**src/bfs_pkg.sv**
```systemverilog
// bfs_pkg: constants, comparator flag layout, states and drive bundle
// for the buck fault and bias sequencer.
// assumes a 50 MHz controller clock and digitized comparator flags.
package bfs_pkg;

	// ----------------------------------------------------------------
	// timing
	// ----------------------------------------------------------------
	localparam int unsigned CLK_PERIOD_NS = 20;
	localparam int unsigned OV_FILTER_NS = 5000;
	// least time, so round up to whole cycles
	localparam int unsigned OV_FILTER_CYC = (OV_FILTER_NS + CLK_PERIOD_NS - 1) / CLK_PERIOD_NS;
	localparam int unsigned UV_CONSEC_CYC = 8;
	localparam int unsigned SWOVER_SW_CYC = 32;
	// soft-start counter length has no printed figure; plain default
	localparam int unsigned SS_COUNT_CYC = 1024;
	localparam int unsigned CNT_W = 16;

	// ----------------------------------------------------------------
	// comparator flags, all asynchronous to i_clk
	// ----------------------------------------------------------------
	typedef struct packed {
		logic bias_above_on;      // bias_supply above 3 V
		logic bias_above_off;     // bias_supply above 2.4 V
		logic enable_powersave_in;             // enable_powersave_in enabled
		logic ldo_en_above_1v;    // ldo_enable_in above 1 V
		logic ldo_en_above_lock;  // ldo_enable_in above input lockout (2.6 V)
		logic fb_over;            // feedback_sense above 720 mV
		logic fb_pg_low;          // feedback_sense 10 % below nominal
		logic fb_pg_ok;           // feedback_sense above -8 % of nominal
		logic fb_under;           // feedback_sense below 450 mV
		logic ss_meets_fb;        // 40 % of soft-start ramp reached feedback
		logic il_negative;        // inductor current below zero
		logic ss_done;            // soft-start ramp complete
		logic on_time_req;        // loop asks for high-side on-time
		logic sw_cycle;           // one pulse per switching cycle
		logic bias_above_075;     // bias rail above 0.75 V
		logic bias_fb_above_90;   // bias_reg_feedback at 90 % of final
		logic bias_out_close;     // bias rail and output within 300 mV
	} bfs_cmp_t;

	localparam int unsigned CMP_W = $bits(bfs_cmp_t);

	// ----------------------------------------------------------------
	// sequencer states, one-hot
	// ----------------------------------------------------------------
	typedef enum logic [6:0] {
		ST_LOCKOUT = 7'h01,
		ST_POR = 7'h02,
		ST_IDLE = 7'h04,
		ST_PREBIAS = 7'h08,
		ST_RUN = 7'h10,
		ST_OV = 7'h20,
		ST_UV = 7'h40
	} bfs_state_t;

	// bias regulator current limit steps
	typedef enum logic [1:0] {
		ILIM_65MA = 2'h0,
		ILIM_115MA = 2'h1,
		ILIM_200MA = 2'h2
	} bfs_ilim_t;

	typedef struct packed {
		logic high_side;
		logic low_side;
	} bfs_drive_t;

	localparam bfs_drive_t DRIVE_OFF = '{high_side: 1'b0, low_side: 1'b0};

endpackage : bfs_pkg

```
**src/bfs_sequencer.sv**
```systemverilog
// bfs_sequencer: supervisory and start-up sequencing of a buck switcher
// with an internal bias regulator.
// assumes every comparator flag is asynchronous and glitch-prone; gate
// drivers and the open-drain power-good pad sit outside.
module bfs_sequencer #(
	parameter int unsigned OV_FILTER_CYCLES = bfs_pkg::OV_FILTER_CYC,
	parameter int unsigned UV_CYCLES = bfs_pkg::UV_CONSEC_CYC,
	parameter int unsigned SWOVER_CYCLES = bfs_pkg::SWOVER_SW_CYC,
	parameter int unsigned SS_COUNT_CYCLES = bfs_pkg::SS_COUNT_CYC
) (
	// clock and reset
	input wire logic i_clk,
	input wire logic i_rst,
	// comparator flags
	input wire bfs_pkg::bfs_cmp_t i_cmp,
	// gate drive
	output bfs_pkg::bfs_drive_t o_drive,
	// open-drain power good: oe high pulls the pad low
	output logic o_power_good,
	output logic o_power_good_oe,
	// bias regulator
	output logic o_ldo_on,
	output bfs_pkg::bfs_ilim_t o_ldo_ilim,
	output logic o_switchover,
	// status
	output logic o_por_clear,
	output logic o_ov_fault,
	output logic o_uv_fault
);

	// ----------------------------------------------------------------
	// elaboration checks
	// ----------------------------------------------------------------
	localparam int unsigned CNT_MAX = (1 << bfs_pkg::CNT_W) - 1;
	if (OV_FILTER_CYCLES < 1 || OV_FILTER_CYCLES > CNT_MAX ||
		UV_CYCLES < 1 || UV_CYCLES > CNT_MAX ||
		SWOVER_CYCLES < 1 || SWOVER_CYCLES > CNT_MAX ||
		SS_COUNT_CYCLES < 1 || SS_COUNT_CYCLES > CNT_MAX) begin : g_bad_param
		$error("bfs_sequencer: count parameter out of range");
	end

	localparam logic [bfs_pkg::CNT_W-1:0] OV_LAST = bfs_pkg::CNT_W'(OV_FILTER_CYCLES - 1);
	localparam logic [bfs_pkg::CNT_W-1:0] UV_LAST = bfs_pkg::CNT_W'(UV_CYCLES - 1);
	localparam logic [bfs_pkg::CNT_W-1:0] SW_DONE = bfs_pkg::CNT_W'(SWOVER_CYCLES);
	localparam logic [bfs_pkg::CNT_W-1:0] SS_LAST = bfs_pkg::CNT_W'(SS_COUNT_CYCLES - 1);
	localparam logic [bfs_pkg::CNT_W-1:0] CNT_ONE = bfs_pkg::CNT_W'(1);

	// ----------------------------------------------------------------
	// input synchronizers
	// ----------------------------------------------------------------
	logic [bfs_pkg::CMP_W-1:0] sync1_q, sync2_q, sync3_q, flt_vec_q;
	logic [bfs_pkg::CMP_W-1:0] flt_vec_d;
	bfs_pkg::bfs_cmp_t flt_d, flt_q;
	logic sw_tick;

	// flags filtered per bit
	// a level counts only once stages two and three agree, so a single
	// metastable sample never reaches the counters
	for (genvar b = 0; b < bfs_pkg::CMP_W; b++) begin : g_sync
		always_comb begin
			flt_vec_d[b] = (sync2_q[b] == sync3_q[b]) ? sync3_q[b] : flt_vec_q[b];
		end
		always_ff @(posedge i_clk) begin
			if (i_rst) begin
				{sync1_q[b], sync2_q[b], sync3_q[b], flt_vec_q[b]} <= 4'h0;
			end else begin
				{sync1_q[b], sync2_q[b], sync3_q[b], flt_vec_q[b]} <=
					{i_cmp[b], sync1_q[b], sync2_q[b], flt_vec_d[b]};
			end
		end
	end

	assign flt_q = bfs_pkg::bfs_cmp_t'(flt_vec_q);
	assign flt_d = bfs_pkg::bfs_cmp_t'(flt_vec_d);

	// switching-cycle tick: filtered level about to rise; both low out of reset
	assign sw_tick = flt_d.sw_cycle & ~flt_q.sw_cycle;

	// ----------------------------------------------------------------
	// enable decode and bias regulator
	// ----------------------------------------------------------------
	logic sw_allow, ldo_ready;
	logic ldo_on_d, ldo_on_q;
	bfs_pkg::bfs_ilim_t ilim_d, ilim_q;
	logic swover_d, swover_q;
	logic [bfs_pkg::CNT_W-1:0] sw_cnt_d, sw_cnt_q;
	logic pg_good_q;

	always_comb begin
		// regulator off below 1 V; off once rails joined
		ldo_on_d = flt_q.ldo_en_above_1v & ~swover_q;
		// hold switching until the bias rail is at 90 %
		ldo_ready = ~ldo_on_q | flt_q.bias_fb_above_90 | swover_q;
		sw_allow = flt_q.enable_powersave_in & flt_q.bias_above_on & ldo_ready &
			(flt_q.ldo_en_above_lock | ~flt_q.ldo_en_above_1v);
		// current limit steps follow the rising bias rail
		ilim_d = !ldo_on_q ? bfs_pkg::ILIM_65MA : flt_q.bias_fb_above_90 ? bfs_pkg::ILIM_200MA :
			flt_q.bias_above_075 ? bfs_pkg::ILIM_115MA : bfs_pkg::ILIM_65MA;
		// count switching cycles after power good rises
		sw_cnt_d = sw_cnt_q;
		swover_d = swover_q;
		if (!pg_good_q) begin
			sw_cnt_d = '0;
			swover_d = 1'b0;
		end else if (sw_cnt_q != SW_DONE) begin
			if (sw_tick) begin
				sw_cnt_d = sw_cnt_q + CNT_ONE;
			end
		end else if (flt_q.bias_out_close) begin
			// rails within 300 mV: close the joining switch
			swover_d = 1'b1;
		end
	end

	always_ff @(posedge i_clk) begin
		if (i_rst) begin
			ldo_on_q <= 1'b0;
			ilim_q <= bfs_pkg::ILIM_65MA;
			swover_q <= 1'b0;
			sw_cnt_q <= '0;
		end else begin
			ldo_on_q <= ldo_on_d;
			ilim_q <= ilim_d;
			swover_q <= swover_d;
			sw_cnt_q <= sw_cnt_d;
		end
	end

	// ----------------------------------------------------------------
	// sequencer and fault detectors
	// ----------------------------------------------------------------
	bfs_pkg::bfs_state_t state_d, state_q;
	logic [bfs_pkg::CNT_W-1:0] ov_cnt_d, ov_cnt_q, uv_cnt_d, uv_cnt_q, ss_cnt_d, ss_cnt_q;
	logic ov_armed, uv_armed, ov_trip, uv_trip, por_d, por_q;

	always_comb begin
		// over-voltage watched in every enabled operating state
		ov_armed = flt_q.enable_powersave_in & (state_q inside {bfs_pkg::ST_POR, bfs_pkg::ST_IDLE,
			bfs_pkg::ST_PREBIAS, bfs_pkg::ST_RUN});
		// under-voltage only after the ramp, where 450 mV is abnormal
		uv_armed = (state_q == bfs_pkg::ST_RUN) & flt_q.ss_done;
		ov_trip = ov_armed & flt_q.fb_over & (ov_cnt_q == OV_LAST);
		ov_cnt_d = (ov_armed & flt_q.fb_over & ~ov_trip) ? ov_cnt_q + CNT_ONE : '0;
		// eight consecutive clocks below 450 mV
		uv_trip = uv_armed & flt_q.fb_under & (uv_cnt_q == UV_LAST);
		uv_cnt_d = (uv_armed & flt_q.fb_under & ~uv_trip) ? uv_cnt_q + CNT_ONE : '0;
		ss_cnt_d = '0;
		por_d = 1'b0;
		state_d = state_q;
		unique case (state_q)
			bfs_pkg::ST_LOCKOUT: begin
				// rising past 3 V issues the clear pulse
				if (flt_q.bias_above_on) begin
					por_d = 1'b1;
					state_d = bfs_pkg::ST_POR;
				end
			end
			bfs_pkg::ST_POR: begin
				ss_cnt_d = ss_cnt_q + CNT_ONE;
				if (ss_cnt_q == SS_LAST) begin
					state_d = bfs_pkg::ST_IDLE;
				end
			end
			bfs_pkg::ST_IDLE: begin
				if (sw_allow) begin
					state_d = bfs_pkg::ST_PREBIAS;
				end
			end
			bfs_pkg::ST_PREBIAS: begin
				// hold off until the ramp meets the existing output
				if (!sw_allow) begin
					state_d = bfs_pkg::ST_IDLE;
				end else if (flt_q.ss_meets_fb) begin
					state_d = bfs_pkg::ST_RUN;
				end
			end
			bfs_pkg::ST_RUN: begin
				if (!sw_allow) begin
					state_d = bfs_pkg::ST_IDLE;
				end
			end
			bfs_pkg::ST_OV, bfs_pkg::ST_UV: begin
				// fault held until enable goes low
				if (!flt_q.enable_powersave_in) begin
					state_d = bfs_pkg::ST_IDLE;
				end
			end
		endcase
		// faults override ordinary sequencing
		if (ov_trip) begin
			state_d = bfs_pkg::ST_OV;
		end else if (uv_trip) begin
			state_d = bfs_pkg::ST_UV;
		end
		// bias collapse below 2.4 V wins over everything
		if (!flt_q.bias_above_off) begin
			state_d = bfs_pkg::ST_LOCKOUT;
		end
	end

	always_ff @(posedge i_clk) begin
		if (i_rst) begin
			state_q <= bfs_pkg::ST_LOCKOUT;
			ov_cnt_q <= '0;
			uv_cnt_q <= '0;
			ss_cnt_q <= '0;
			por_q <= 1'b0;
		end else begin
			state_q <= state_d;
			ov_cnt_q <= ov_cnt_d;
			uv_cnt_q <= uv_cnt_d;
			ss_cnt_q <= ss_cnt_d;
			por_q <= por_d;
		end
	end

	// ----------------------------------------------------------------
	// gate drive and power good
	// ----------------------------------------------------------------
	bfs_pkg::bfs_drive_t drive_d, drive_q;
	logic hyst_d, hyst_q, pg_good_d;
	logic pg_oe_d, pg_oe_q, ov_fault_d, ov_fault_q, uv_fault_d, uv_fault_q;

	always_comb begin
		drive_d = bfs_pkg::DRIVE_OFF;
		unique case (state_q)
			bfs_pkg::ST_RUN: begin
				drive_d.high_side = flt_q.on_time_req;
				// during the ramp never sink from a pre-biased output
				drive_d.low_side = ~flt_q.on_time_req & ~(~flt_q.ss_done & flt_q.il_negative);
			end
			bfs_pkg::ST_OV: begin
				// low side latched on to clamp the output
				drive_d.low_side = 1'b1;
			end
			// both drives low, power stage tristated
			default: drive_d = bfs_pkg::DRIVE_OFF;
		endcase
		// set beats clear so a recovery is never missed
		hyst_d = flt_q.fb_pg_ok | (hyst_q & ~flt_q.fb_pg_low);
		// over-voltage or disabled forces the pad low
		pg_good_d = (state_q == bfs_pkg::ST_RUN) & flt_q.ss_done & hyst_d &
			~flt_q.fb_over & flt_q.enable_powersave_in;
		// pad enable and fault flags registered so no output is decoded
		pg_oe_d = ~pg_good_d;
		ov_fault_d = (state_d == bfs_pkg::ST_OV);
		uv_fault_d = (state_d == bfs_pkg::ST_UV);
	end

	always_ff @(posedge i_clk) begin
		if (i_rst) begin
			drive_q <= bfs_pkg::DRIVE_OFF;
			hyst_q <= 1'b0;
			pg_good_q <= 1'b0;
			pg_oe_q <= 1'b1;
			{ov_fault_q, uv_fault_q} <= 2'h0;
		end else begin
			drive_q <= drive_d;
			hyst_q <= hyst_d;
			pg_good_q <= pg_good_d;
			pg_oe_q <= pg_oe_d;
			{ov_fault_q, uv_fault_q} <= {ov_fault_d, uv_fault_d};
		end
	end

	// open-drain: only ever drives zero
	assign o_drive = drive_q;
	assign o_power_good = 1'b0;
	assign o_power_good_oe = pg_oe_q;
	assign o_ldo_on = ldo_on_q;
	assign o_ldo_ilim = ilim_q;
	assign o_switchover = swover_q;
	assign o_por_clear = por_q;
	assign o_ov_fault = ov_fault_q;
	assign o_uv_fault = uv_fault_q;
endmodule : bfs_sequencer

```
**config.mk**
```make
export PLATFORM = sky130hd
export DESIGN_NAME = bfs_sequencer
export DESIGN_NICKNAME = d
export VERILOG_FILES = /design/src/bfs_pkg.sv /design/src/bfs_sequencer.sv
export SDC_FILE = /design/constraint.sdc
export NUM_CORES = 1
export LEC_CHECK = 0
export BUFFER_PORTS_ARGS = -buffer_cell sky130_fd_sc_hd__buf_2
export CAP_MARGIN = 20
export CORE_MARGIN = 1.5
export CORE_UTILIZATION = 54
export DETAILED_ROUTE_END_ITERATION = 10
export GPL_TIMING_DRIVEN = 0
export PLACE_DENSITY_LB_ADDON = 0.08
export SLEW_MARGIN = 10
export SYNTH_ARGS = -nofsm -noshare
export SYNTH_HDL_FRONTEND = slang
export SYNTH_SLANG_ARGS = --single-unit
```
**constraint.sdc**
```tcl
create_clock -name i_clk -period 1.9 [get_ports i_clk]
set_input_delay 0.38 -clock i_clk [delete_from_list [all_inputs] [get_ports i_clk]]
set_output_delay 0.38 -clock i_clk [all_outputs]
set_load 0.01 [all_outputs]
```
## Word-level counts from Yosys, hierarchy flattened

Cells that the tools add are included.

- $add $sub $neg: 4
- Equality and inequality tests: 30
- Mux-type cells: 16
- Bitwise operators: 42
- Reductions and logical operators: 12

Operators with widths:

| operator | count |
|---|---|
| 2-to-1 mux 7 bit | 10 |
| adder 16 x 1 -> 16 bit (second input constant) | 4 |
| one-hot mux 7 bit (6 select lines) | 1 |
| bitwise AND 1 bit | 19 |
| inverter 1 bit | 19 |
| == test 1 bit | 17 |
| == test 16 x 10 -> 1 bit (second input constant) | 1 |
| == test 16 x 3 -> 1 bit (second input constant) | 1 |
| == test 16 x 8 -> 1 bit (second input constant) | 1 |
| inequality test 16 x 6 -> 1 bit (second input constant) | 1 |
| OR reduction 2 bit | 8 |
| == test 7 x 6 -> 1 bit (second input constant) | 2 |
| == test 7 bit (second input constant) | 2 |
| == test 7 x 1 -> 1 bit (second input constant) | 1 |
| == test 7 x 2 -> 1 bit (second input constant) | 1 |
| == test 7 x 3 -> 1 bit (second input constant) | 1 |
| == test 7 x 4 -> 1 bit (second input constant) | 1 |
| == test 7 x 5 -> 1 bit (second input constant) | 1 |
| bitwise OR 1 bit | 4 |
| AND reduction 2 bit | 2 |
| nonzero test 4 bit | 1 |
| 2-to-1 mux 1 bit | 3 |
| OR reduction 3 bit | 1 |
| 2-to-1 mux 2 bit | 1 |
| one-hot mux 1 bit (2 select lines) | 1 |

- Flip-flop bits (word level): 151
- Input bits: 19
- Output and inout bits: 11
- Word-level logic and storage cells: 189

## Depth between registers and ports, before layout

Gate-level depths: netlist of the first run.

- Depth after elaboration: 11
- Gate-level depth with buffers: 9
- Mapped depth without buffers: 8

## Worst setup path before layout of the first run

No wires, ideal clock.

- Path kind: flip-flop to flip-flop
- Start: reg state_q[6]
- End: reg uv_fault_q (netlist: o_uv_fault)
- Library setup time: 129 ps
- Arrival: 1,829 ps
- Required time: 1,771 ps
- Slack: -58 ps
- Stages on the path, launching flop included: 8
- Buffers on the path: 1
- Clock period less this slack: 1,958 ps
- Path through: dfxtp_1 -> buf_2 -> or4_4 -> nor4b_2 -> nand2_1 -> o311a_1 -> a31oi_1 -> nor4b_2

- Word-level cells in the longest chain between the ends: 8
- Elaborated cells on any way between the ends: 27
- Those cells by class: 8 x eq/ne; 11 x mux; 6 x bitwise; 2 x reduce/logical

RTL lines:

| item | RTL line | text |
|---|---|---|
| start, declared | bfs_sequencer.sv:132 | `bfs_pkg::bfs_state_t state_d, state_q;` |
| start signal, assigned | bfs_sequencer.sv:203 | `state_q <= bfs_pkg::ST_LOCKOUT;` |
| start signal, assigned | bfs_sequencer.sv:209 | `state_q <= state_d;` |
| == test 7 x 2 -> 1 bit, or another cell as far along | bfs_sequencer.sv:138, bfs_sequencer.sv:150 |  |
| nonzero test 4 bit / bitwise AND 1 bit (equally long branches) | bfs_sequencer.sv:138, bfs_sequencer.sv:141 |  |
| bitwise AND 1 bit (on tied branches) | bfs_sequencer.sv:138, bfs_sequencer.sv:145 |  |
| bitwise AND 1 bit (on tied branches) | bfs_sequencer.sv:142, bfs_sequencer.sv:145 |  |
| bitwise AND 1 bit / 2-to-1 mux 7 bit (equally long branches) | bfs_sequencer.sv:142, bfs_sequencer.sv:192 |  |
| 2-to-1 mux 7 bit * | bfs_sequencer.sv:190 | `if (ov_trip) begin` |
| 2-to-1 mux 7 bit * | bfs_sequencer.sv:196 | `if (!flt_q.bias_above_off) begin` |
| == test 7 bit * | bfs_sequencer.sv:247 | `uv_fault_d = (state_d == bfs_pkg::ST_UV);` |
| end signal, assigned | bfs_sequencer.sv:262 | `{ov_fault_q, uv_fault_q} <= {ov_fault_d, uv_fault_d};` |
| end, declared | bfs_sequencer.sv:222 | `logic pg_oe_d, pg_oe_q, ov_fault_d, ov_fault_q, uv_fault_d, uv_fault_q;` |

Mark *: on every way between the ends. The rest lies on a longest branch, timed or not.
A chain may end at the register's enable or synchronous reset.

## Final worst setup path of the first run

- Start: reg state_q[4]
- End: reg ov_fault_q (netlist: o_ov_fault)

- Word-level cells in the longest chain between the ends: 8
- Elaborated cells on any way between the ends: 27
- Those cells by class: 8 x eq/ne; 11 x mux; 6 x bitwise; 2 x reduce/logical

RTL lines:

| item | RTL line | text |
|---|---|---|
| == test 7 x 2 -> 1 bit, or another cell as far along | bfs_sequencer.sv:138, bfs_sequencer.sv:150 |  |
| nonzero test 4 bit / bitwise AND 1 bit (equally long branches) | bfs_sequencer.sv:138, bfs_sequencer.sv:141 |  |
| bitwise AND 1 bit (on tied branches) | bfs_sequencer.sv:138, bfs_sequencer.sv:145 |  |
| bitwise AND 1 bit (on tied branches) | bfs_sequencer.sv:142, bfs_sequencer.sv:145 |  |
| bitwise AND 1 bit / 2-to-1 mux 7 bit (equally long branches) | bfs_sequencer.sv:142, bfs_sequencer.sv:192 |  |
| 2-to-1 mux 7 bit * | bfs_sequencer.sv:190 |  |
| 2-to-1 mux 7 bit * | bfs_sequencer.sv:196 |  |
| == test 7 x 6 -> 1 bit * | bfs_sequencer.sv:246 | `ov_fault_d = (state_d == bfs_pkg::ST_OV);` |
| end signal, assigned | bfs_sequencer.sv:262 |  |
| end, declared | bfs_sequencer.sv:222 |  |

Marks and branches as above.

==> flow_metrics.env, run 1 <==
export IMPL_layout_common_cells="dfxtp_1, nor2_1, nor2b_1, nand2_1"
export IMPL_powerDensity_mw_per_mm2=918
export IMPL_finClkSkew_ns=0.0125
export IMPL_clockBufferDepth=2
export IMPL_internal_power_w=0.00518
export IMPL_antenna_found_initial=0
export IMPL_cp_max_fo=10
export IMPL_fp_coreArea_sq_mm=0.0104
export IMPL_synth_fp_nets=651
export IMPL_yosysWarnings=0
export IMPL_initial_utilization=0.561
export IMPL_ioPinCount=30
export IMPL_fillCellCount=790
export IMPL_violations="setup timing"
export IMPL_peakVddDrop_v=0.00103
export IMPL_avgSynthCellArea_sq_um=9.29
export IMPL_fin_crit_sh=1.14
export IMPL_grt_pass1_vias=4382
export IMPL_critical_path_class="flop to flop"
export IMPL_dp_final_hpwl_um=7420
export IMPL_syn_to_final_growth_pct=25.5
export IMPL_cts_root_buf="clkbuf_8"
export IMPL_hp_class="input port to flop"
export IMPL_timing_hold_ws_ns=0.0543
export IMPL_p_total_w=0.00670
export IMPL_ys_flop_type="dfxtp_1"
export IMPL_synth_edf_count=0
export IMPL_maxCapViolations=0
export IMPL_final_layout_size_suffix_gt1_frac=0.225
export IMPL_die_area_sq_mm=0.0114
export IMPL_slew_headroom=0.597
export IMPL_grt_max_degree=17
export IMPL_rsz0062_at_grt="yes"
export IMPL_track_usage=0.223
export IMPL_setup_slack_ns=-0.269
export IMPL_ant_nets=0
export IMPL_drc=0
export IMPL_htreeDepth=4
export IMPL_grt_pass1_wl_um=20100
export IMPL_dieHeight_um=107
export IMPL_setup_tns_ns=-2.67
export IMPL_totalWireLength_um=12200
export IMPL_cp_start_kind="flop"
export IMPL_total_leakage_power_nw=2.55
export IMPL_status="finished with violations"
export IMPL_power_switching_w=0.00152
export IMPL_worstSkewPairLatency_ns=0.53
export IMPL_vias_per_cell=5.40
export IMPL_cts_sinks=151
export IMPL_port_buffer_count=28
export IMPL_cp_arrival_ns=2.61
export IMPL_routabilityCongestion=0.854
export IMPL_overflow=0
export IMPL_clk_pin_slew_ns=0.07
export IMPL_first_pass_iters=5
export IMPL_cts_tree="yes"
export IMPL_setup_viol=27
export IMPL_final_max_slew_viol_count=0
export IMPL_seqPwrFrac=0.481
export IMPL_required_ns=2.34
export IMPL_wl_per_cell_um=14.5
export IMPL_worst_pin_slew_ns=0.605
export IMPL_yosys_register_bits=151
export IMPL_synth_cell_types=57
export IMPL_final_common_cell="dfxtp_1"
export IMPL_cts_made_buffers=17
export IMPL_max_freq_ghz=0.461
export IMPL_die_x_um=107
export IMPL_dp_slack_ns=-0.313
export IMPL_fin_nets=720
export IMPL_vias=4554
export IMPL_first_iter_violations=322
export IMPL_seq_area_frac_synth=0.520
export IMPL_clkPwrFrac=0.505
export IMPL_switching_share=0.226
export IMPL_synth_area_sq_mm=0.00582
export IMPL_critPathCaptureType="flop"
export IMPL_synthArstFlopShare=0
export IMPL_num_rows=37
export IMPL_diodes=0
export IMPL_fin_util=0.704
export IMPL_final_hold_viol_count=0
export IMPL_syn_inst=626
export IMPL_power_frac_comb=0.014
export IMPL_period_needed_ns=2.17
power by group through the flow:
stage               sequential, W  clock [W]  combinational (W)
floorplan                 0.00329          0          0.0000578
global placement          0.00329          0          0.0000896
detailed placement        0.00330          0          0.0000920
CTS                       0.00322    0.00344          0.0000934
global route              0.00322    0.00359           0.000104
finish                    0.00322    0.00339          0.0000925
registers in the layout (all words and copies together), names as in the netlist, 2 cells and up:
register,count
o_drive,2
sync1_q,17
flt_q,17
sync3_q,17
ov_cnt_q,16
o_ldo_ilim,2
sync2_q,17
ss_cnt_q,16
sw_cnt_q,16
state_q,7
uv_cnt_q,16
cells in the mapped netlist, types with 14 or more instances:
cell     number  area, sq um
nor2_1       78          293
nand2_1      51          191
xnor2_1      20          175
nor2b_1      54          338
nand4_1      16          100
a21oi_1      32          160
o21ai_0      29          145
xor2_1       29          254
nand3_1      20          100
dfxtp_1     151         3020
inv_1        14         52.6
nor3_1       14         70.1
metrics by stage:
step,instances,instance area [sq um]
2_1_floorplan,626,5830
3_3_place_gp,790,6140
3_5_place_dp,790,6140
4_1_cts,836,7080
5_1_grt,844,7300
6_report,844,7300
repair_timing:
| item | 4_1_cts | 5_1_grt |
|---|---|---|
| resized for setup | 57 | 44 |
| pin swaps | 24 | 21 |
| setup endpoints to repair | 59 | 58 |
| endpoints found under the hold margin | 0 | 0 |
| gates cloned | 1 | 2 |
| setup buffers | 16 | 9 |
| hold buffers | 0 | 0 |
layout make-up:
type,count,area [sq um],share of cell area
clock inverters,15,181,0.0249
clock buffers,17,414,0.0567
well taps,136,170,0.0233
flip-flops and latches,151,3050,0.417
multi-input cells,437,2920,0.399
plain buffers,20,131,0.0180
inverters,14,52.6,0.00720
repair buffers,54,389,0.0533
layer usage:
metal  up-vias  global-route usage  part of all wire  wire, um
met5         -                   0                 0         0
met2       115               0.382              0.50      6120
li1       2275                   -                 -         -
met3        29              0.0608             0.041       506
met4         0              0.0943             0.022       268
met1      2135               0.263              0.44      5360
critical path: stages, from the launching register on:
cell and delay [ns]:
dfxtp_1 0.36, buf_6 0.16, or4_4 0.56, nor3_4 0.23, nor2_1 0.08, a21boi_1 0.31
o21bai_2 0.14, nor4b_4 0.25
path summary, 6_finish.rpt:
kind | startpoint | endpoint | slack (ns) | cells past startpoint
min | i_cmp[10] | sync1_q[10]$_SDFF_PP0_ | 0.05 | 2
max | state_q[4]$_SDFF_PP0_ | o_ov_fault$_SDFF_PP0_ | -0.27 | 7
max reg2reg | state_q[4]$_SDFF_PP0_ | o_ov_fault$_SDFF_PP0_ | -0.27 | 7
min reg2reg | sync1_q[14]$_SDFF_PP0_ | sync2_q[14]$_SDFF_PP0_ | 0.43 | 1
logic make-up (layout without fill, tap and decap cells):
group           count (synthesis)  count (layout)  synth area share
other cells                     1               1          0.000645
flops                         151             151             0.520
xor+xnor                       49              49            0.0738
simple gates                  304             305             0.288
compound gates                 75              75            0.0740
buf+inv                        39             120            0.0288
mux                             1               1           0.00172
fa+ha+maj                       6               6            0.0129
Note: power is estimated with default switching activity, not from simulation.
==> run 2: changes to the inputs <==
--- a/config.mk
+++ b/config.mk
@@ -7,11 +7,12 @@
 export LEC_CHECK = 0
 export BUFFER_PORTS_ARGS = -buffer_cell sky130_fd_sc_hd__buf_2
 export CAP_MARGIN = 20
-export CORE_MARGIN = 1.5
+export CORE_MARGIN = 4
 export CORE_UTILIZATION = 54
 export DETAILED_ROUTE_END_ITERATION = 10
 export GPL_TIMING_DRIVEN = 0
-export PLACE_DENSITY_LB_ADDON = 0.08
+export MAX_ROUTING_LAYER = met4
+export PLACE_DENSITY_LB_ADDON = 0.05
 export SLEW_MARGIN = 10
 export SYNTH_ARGS = -nofsm -noshare
 export SYNTH_HDL_FRONTEND = slang
==> run 2 against run 1 <==
  * The run still ends with setup timing left
  * Die area grew 9.6%
  * Clock skew shrank 0.0069 ns
  * First-iteration DRC count shrank 16%
  * Core utilization shrank 2.7 points
  * Critical path depth is the same
  * Clock-buffer cell count grew 3
  * Final area shrank 3.4%
  * Final cell count shrank 2.3%
  * Sequential power is essentially flat
==> flow_metrics.env, run 2 (synthesis gave the netlist of run 1 again) <==
export IMPL_setup_slack_ns=-0.254
export IMPL_critPathMaxStageDelay_ns=0.54
export IMPL_fin_crit_sh=1.13
export IMPL_num_rows=37
export IMPL_cts_hold_buf=0
export IMPL_dp_final_hpwl_um=7370
export IMPL_layout_common_cells="dfxtp_1, nor2_1, nor2b_1, nand2_1, a21oi_1"
export IMPL_overflow=0
export IMPL_clockBufferDepth=2
export IMPL_cp_max_fo=4
export IMPL_totalWireLength_um=11000
export IMPL_wl_per_cell_um=13.3
export IMPL_grt_pass1_wl_um=18700
export IMPL_first_pass_iters=4
export IMPL_cp_start_kind="flop"
export IMPL_routabilityCongestion=0.866
export IMPL_fp_coreArea_sq_mm=0.0104
export IMPL_cts_tree="yes"
export IMPL_final_layout_size_suffix_gt1_frac=0.183
export IMPL_first_iter_violations=271
export IMPL_fin_util=0.677
export IMPL_rrSetupSlack_ns=-0.25
export IMPL_slew_headroom=0.658
export IMPL_die_x_um=112
export IMPL_final_hold_viol_count=0
export IMPL_crit_path_top_delay_cell="or4_4"
export IMPL_ant_nets=0
export IMPL_required_ns=2.35
export IMPL_worstHoldPathCells=2
export IMPL_timing_hold_ws_ns=0.0503
export IMPL_grt_pass1_vias=4052
export IMPL_finClkSkew_ns=0.00559
export IMPL_powerDensity_mw_per_mm2=954
export IMPL_clk_pin_slew_ns=0.06
export IMPL_port_buffer_count=28
export IMPL_htreeDepth=4
export IMPL_status="finished with violations"
export IMPL_violations="setup timing"
export IMPL_cp_arrival_ns=2.60
export IMPL_fin_nets=702
export IMPL_antenna_found_initial=0
export IMPL_grt_max_degree=17
export IMPL_crit_path_cell_trace="or4_4 -> nor4_4 -> nand4_1 -> buf_6 -> and3_4 -> a31oi_4 -> nor4b_4"
export IMPL_vias=4386
export IMPL_worst_pin_slew_ns=0.513
export IMPL_drc=0
export IMPL_dp_slack_ns=-0.396
export IMPL_cts_sinks=151
export IMPL_rsz0062_at_grt="yes"
export IMPL_total_leakage_power_nw=2.45
export IMPL_maxCapViolations=0
export IMPL_dieHeight_um=112
export IMPL_final_common_cell="dfxtp_1"
export IMPL_stdcell_count=825
export IMPL_rr_worst_depth=7
export IMPL_vias_per_cell=5.32
export IMPL_ioPinCount=30
export IMPL_max_freq_ghz=0.464
export IMPL_critical_path_class="flop to flop"
export IMPL_period_needed_ns=2.15
export IMPL_hp_class="input port to flop"
export IMPL_diodes=0
export IMPL_cts_made_buffers=17
export IMPL_peakVddDrop_v=0.000932
export IMPL_cts_root_buf="clkbuf_8"
export IMPL_setup_viol=14
export IMPL_syn_to_final_growth_pct=21.3
export IMPL_track_usage=0.190
export IMPL_fillCellCount=837
export IMPL_worstSkewPairLatency_ns=0.53
export IMPL_die_area_sq_mm=0.0125
export IMPL_dp_cells=790
export IMPL_critPathCaptureType="flop"
export IMPL_initial_utilization=0.558
export IMPL_final_max_slew_viol_count=0
==> run 2: per-layer routing <==
metal	GRT usage	vias up	share of wire
li1	-	2237	-
met1	0.229	2036	0.46
met2	0.286	84	0.47
met3	0.0679	29	0.047
met4	0.0860	0	0.026
met5	-	-	0
==> run 2: worst paths after layout <==
path                                               from                      to
worst max-delay path            ov_cnt_q[12]$_SDFF_PP0_   o_ov_fault$_SDFF_PP0_
worst min-delay path                          i_cmp[12]  sync1_q[12]$_SDFF_PP0_
worst max register to register  ov_cnt_q[12]$_SDFF_PP0_   o_ov_fault$_SDFF_PP0_
worst min register to register   sync1_q[14]$_SDFF_PP0_  sync2_q[14]$_SDFF_PP0_
==> run 2: layout make-up <==
| cell class | count | area [sq um] | share of cell area |
|---|---|---|---|
| plain buffers | 19 | 114 | 0.0161 |
| clock buffers | 20 | 435 | 0.0617 |
| clock inverters | 11 | 171 | 0.0243 |
| inverters | 14 | 52.6 | 0.00745 |
| multi-input cells | 437 | 2860 | 0.405 |
| flip-flops and latches | 151 | 3040 | 0.431 |
| well taps | 136 | 170 | 0.0241 |
| repair buffers | 37 | 211 | 0.0300 |
==> run 2: worst max-delay path, delay by kind of cell, from the launching register on <==
family,cells,cell delay [ns]
simple gates,5,1.40
buf+inv,1,0.17
compound gates,1,0.15
flops,1,0.34
==> run 2: through the flow <==
stage	area, sq um	setup TNS (ns)	total power [W]
finish	7060	-2.42	0.00673
global route	7060	-4.93	0.00697
CTS	6960	-2.11	0.00681
detailed placement	6140	-12.12	0.00339
global placement	6140	-11.60	0.00338
floorplan	5830	-0.0426	0.00335
==> run 2: timing repair <==
item                       4_1_cts  5_1_grt
gates resized for setup         42       23
buffers inserted                 7        2
pin swaps                       10       11
setup endpoints to repair       54       66
gates cloned                     0        1
==> run 2: power by group <==
part | switching, W | leakage [nW] | total (W) | internal [W]
Combinational | 0.0000469 | 0.926 | 0.0000908 | 0.0000439
Clock | 0.00125 | 0.292 | 0.00342 | 0.00216
Sequential | 0.0000161 | 1.23 | 0.00322 | 0.00321
Total | 0.00132 | 2.45 | 0.00673 | 0.00542
==> run 3: changes to the inputs <==
--- a/config.mk
+++ b/config.mk
@@ -5,10 +5,11 @@
 export SDC_FILE = /design/constraint.sdc
 export NUM_CORES = 1
 export LEC_CHECK = 0
+export ABC_AREA = 1
 export BUFFER_PORTS_ARGS = -buffer_cell sky130_fd_sc_hd__buf_2
 export CAP_MARGIN = 20
 export CORE_MARGIN = 4
-export CORE_UTILIZATION = 54
+export CORE_UTILIZATION = 60
 export DETAILED_ROUTE_END_ITERATION = 10
 export GPL_TIMING_DRIVEN = 0
 export MAX_ROUTING_LAYER = met4
==> constraint.sdc (replaced) <==
create_clock -name i_clk -period 2.64 [get_ports i_clk]
set_input_delay 0.528 -clock i_clk [delete_from_list [all_inputs] [get_ports i_clk]]
set_output_delay 0.528 -clock i_clk [all_outputs]
set_load 0.01 [all_outputs]
==> run 3 against run 2 <==
  * The run now ends clean
  * Final area up 2.0%
  * Register-to-register slack better by 1.0 ns
  * Via count up 18%
  * Clock skew down 0.0011 ns
  * Clock power down 25%
  * Total power down 27%
  * Global-route usage up 4.1 points
  * First-iteration DRC count up 17%
  * Critical path type unchanged
==> flow_metrics.env, run 3 <==
export IMPL_cts_made_buffers=17
export IMPL_powerDensity_mw_per_mm2=687
export IMPL_final_layout_size_suffix_gt1_frac=0.122
export IMPL_overflow=0
export IMPL_ys_flop_type="dfxtp_1"
export IMPL_switching_share=0.197
export IMPL_cts_tree="yes"
export IMPL_fp_coreArea_sq_mm=0.0102
export IMPL_drc=0
export IMPL_dieHeight_um=110
export IMPL_die_area_sq_mm=0.0122
export IMPL_first_pass_iters=5
export IMPL_final_hold_viol_count=0
export IMPL_ctsResizeCount=0
export IMPL_max_freq_ghz=0.528
export IMPL_rr_worst_depth=12
export IMPL_internal_power_w=0.00397
export IMPL_synth_cell_types=44
export IMPL_synth_top_area_share=0.482
export IMPL_cts_hold_buf=0
export IMPL_routabilityCongestion=0.875
export IMPL_worstHoldPathCells=3
export IMPL_yosys_top_cells_count="dfxtp_1, nor2_1, inv_1"
export IMPL_crit_path_cell_trace="ha_1 -> nand2_1 -> inv_2 -> nand3b_1 -> nor2_2 -> nand3_2 -> nor2_2 -> nand3_1 -> inv_1 -> nand3_1 -> o21ai_1 -> nor2_1"
export IMPL_synth_area_sq_mm=0.00627
export IMPL_fillCellCount=847
export IMPL_cts_sinks=151
export IMPL_period_needed_ns=1.90
export IMPL_hp_class="input port to flop"
export IMPL_vias=5163
export IMPL_post_cts_setup_buffer_count=0
export IMPL_first_iter_violations=318
export IMPL_dp_final_hpwl_um=8750
export IMPL_peakVddDrop_v=0.000602
export IMPL_power_frac_comb=0.016
export IMPL_synth_fp_nets=842
export IMPL_min_from="i_cmp[4]"
export IMPL_die_x_um=110
export IMPL_cp_arrival_ns=2.31
export IMPL_initial_utilization=0.613
export IMPL_syn_inst=817
export IMPL_cp_max_fo=4
export IMPL_fin_nets=888
export IMPL_grt_pass1_wl_um=21600
export IMPL_avgSynthCellArea_sq_um=7.68
export IMPL_cts_root_buf="clkbuf_8"
export IMPL_synth_top_cells_by_area="dfxtp_1, nor2_1, inv_1, nand2_1, a21oi_1"
export IMPL_track_usage=0.231
export IMPL_whs_endpoint="sync1_q[4]$_SDFF_PP0_"
export IMPL_worstSkewPairLatency_ns=0.52
export IMPL_grt_max_degree=17
export IMPL_yosys_register_bits=151
export IMPL_seq_area_sq_mm=0.00302
export IMPL_ioPinCount=30
export IMPL_clkPwrFrac=0.515
export IMPL_layout_common_cells="dfxtp_1, nor2_1, inv_1, nand2_1, a21oi_1"
export IMPL_worstReg2RegStart="uv_cnt_q[0]$_SDFF_PP0_"
export IMPL_multi_input_area_sq_mm=0.00264
export IMPL_setup_tns_ns=0
export IMPL_finClkSkew_ns=0.00448
export IMPL_seq_area_frac_synth=0.482
export IMPL_clk_pin_slew_ns=0.06
export IMPL_rrSetupSlack_ns=0.74
export IMPL_total_leakage_power_nw=2.76
export IMPL_grt_pass1_vias=4967
export IMPL_syn_to_final_growth_pct=14.8
export IMPL_synthArstFlopShare=0
export IMPL_ant_nets=0
export IMPL_synth_most_common_cell="dfxtp_1"
export IMPL_critical_path_class="flop to flop"
export IMPL_antenna_found_initial=0
export IMPL_fin_crit_sh=0.718
export IMPL_required_ns=3.06
export IMPL_port_buffer_count=27
export IMPL_clockBufferDepth=2
export IMPL_final_common_cell="dfxtp_1"
export IMPL_worst_pin_slew_ns=0.629
export IMPL_slew_headroom=0.581
export IMPL_status="finished, final reports clean"
export IMPL_num_rows=37
export IMPL_critPathCaptureType="flop"
export IMPL_critPathMaxStageDelay_ns=0.37
export IMPL_synth_edf_count=0
export IMPL_vias_per_cell=5.11
export IMPL_crit_path_top_delay_cell="dfxtp_1"
export IMPL_synth_top_area_cell="dfxtp_1"
export IMPL_power_switching_w=0.000976
export IMPL_setup_viol=0
export IMPL_cp_start_kind="flop"
export IMPL_htreeDepth=4
export IMPL_diodes=0
export IMPL_wl_per_cell_um=12.3
export IMPL_final_max_slew_viol_count=0
export IMPL_seqPwrFrac=0.469
export IMPL_yosysWarnings=0
export IMPL_totalWireLength_um=12400
export IMPL_timing_rr_end="uv_cnt_q[14]$_SDFF_PP0_"
export IMPL_timing_hold_ws_ns=0.202
export IMPL_rsz0062_at_grt="no"
export IMPL_maxCapViolations=0
==> run 3: cell types whose count changed in the layout (fill, tap and decap cells not counted), moves of 13 or more <==
cell      previous run  this run
nand3_1             19        34
xor2_1              29         9
nor2_1              77       146
xnor2_1             20         7
inv_1               13       131
dfxtp_1            138       151
nand2_1             50       108
a21oi_1             31        49
nor2b_1             54         0
a211oi_1             0        15
==> run 3: worst max-delay path, delay by kind of cell, from the launching register on <==
family | cells | cell delay [ns]
AOI/OAI and AO/OA | 1 | 0.14
adders and majority gates | 1 | 0.20
buffers and inverters | 2 | 0.18
DFF | 1 | 0.37
and+or+nand+nor | 8 | 0.90
==> run 3: worst max path at each step <==
stage	from	endpoint	slack, ns	cells after the start
floorplan	uv_cnt_q[0]$_SDFF_PP0_	uv_cnt_q[14]$_SDFF_PP0_	1.05	12
global placement	i_rst	sw_cnt_q[8]$_SDFFE_PP0P_	0.69	5
detailed placement	i_rst	ss_cnt_q[9]$_SDFF_PP0_	0.64	6
CTS	ss_cnt_q[0]$_SDFF_PP0_	ss_cnt_q[12]$_SDFF_PP0_	0.74	12
global route	uv_cnt_q[0]$_SDFF_PP0_	uv_cnt_q[14]$_SDFF_PP0_	0.48	13
finish	uv_cnt_q[0]$_SDFF_PP0_	uv_cnt_q[14]$_SDFF_PP0_	0.74	12
==> run 3: layout make-up <==
class / count / share of cell area
plain buffers: 17 / 0.0113
clock buffers: 20 / 0.0591
clock inverters: 11 / 0.0273
inverters: 140 / 0.0730
multi-input cells: 509 / 0.367
flip-flops and latches: 151 / 0.420
well taps: 136 / 0.0236
repair buffers: 27 / 0.0188
==> run 3: kinds of logic after synthesis <==
group           share of synthesized area
xor+xnor                           0.0223
other cells                      0.000598
flops                               0.482
fa+ha+maj                          0.0120
simple gates                        0.294
compound gates                     0.0924
buf+inv                            0.0968
==> run 3: per-stage QoR <==
step | worst slack (ns) | std cells | instance area [sq um] | util | power (W)
4_1_cts | 0.739 | 1011 | 7200 | 0.704 | 0.00499
6_report | 0.745 | 1011 | 7200 | 0.704 | 0.00495
2_1_floorplan | 1.05 | 817 | 6270 | - | 0.00242
5_1_grt | 0.482 | 1011 | 7200 | 0.704 | 0.00511
3_3_place_gp | 0.693 | 980 | 6580 | 0.643 | 0.00245
3_5_place_dp | 0.640 | 980 | 6580 | 0.643 | 0.00245
==> run 3: power groups by stage <==
| stage | clock network [W] | logic (W) | registers [W] |
|---|---|---|---|
| final | 0.00255 | 0.0000791 | 0.00232 |
| after detailed placement | 0 | 0.0000797 | 0.00237 |
| after CTS | 0.00259 | 0.0000802 | 0.00232 |
| after global placement | 0 | 0.0000765 | 0.00237 |
| after floorplan | 0 | 0.0000512 | 0.00237 |
| after global routing | 0.00269 | 0.0000933 | 0.00232 |
==> run 3: layer usage <==
metal | share of wire | global-route usage | vias to the layer above
li1 | - | - | 2692
met1 | 0.46 | 0.279 | 2351
met2 | 0.49 | 0.372 | 94
met3 | 0.038 | 0.0629 | 26
met4 | 0.020 | 0.0844 | 0
met5 | 0 | - | -
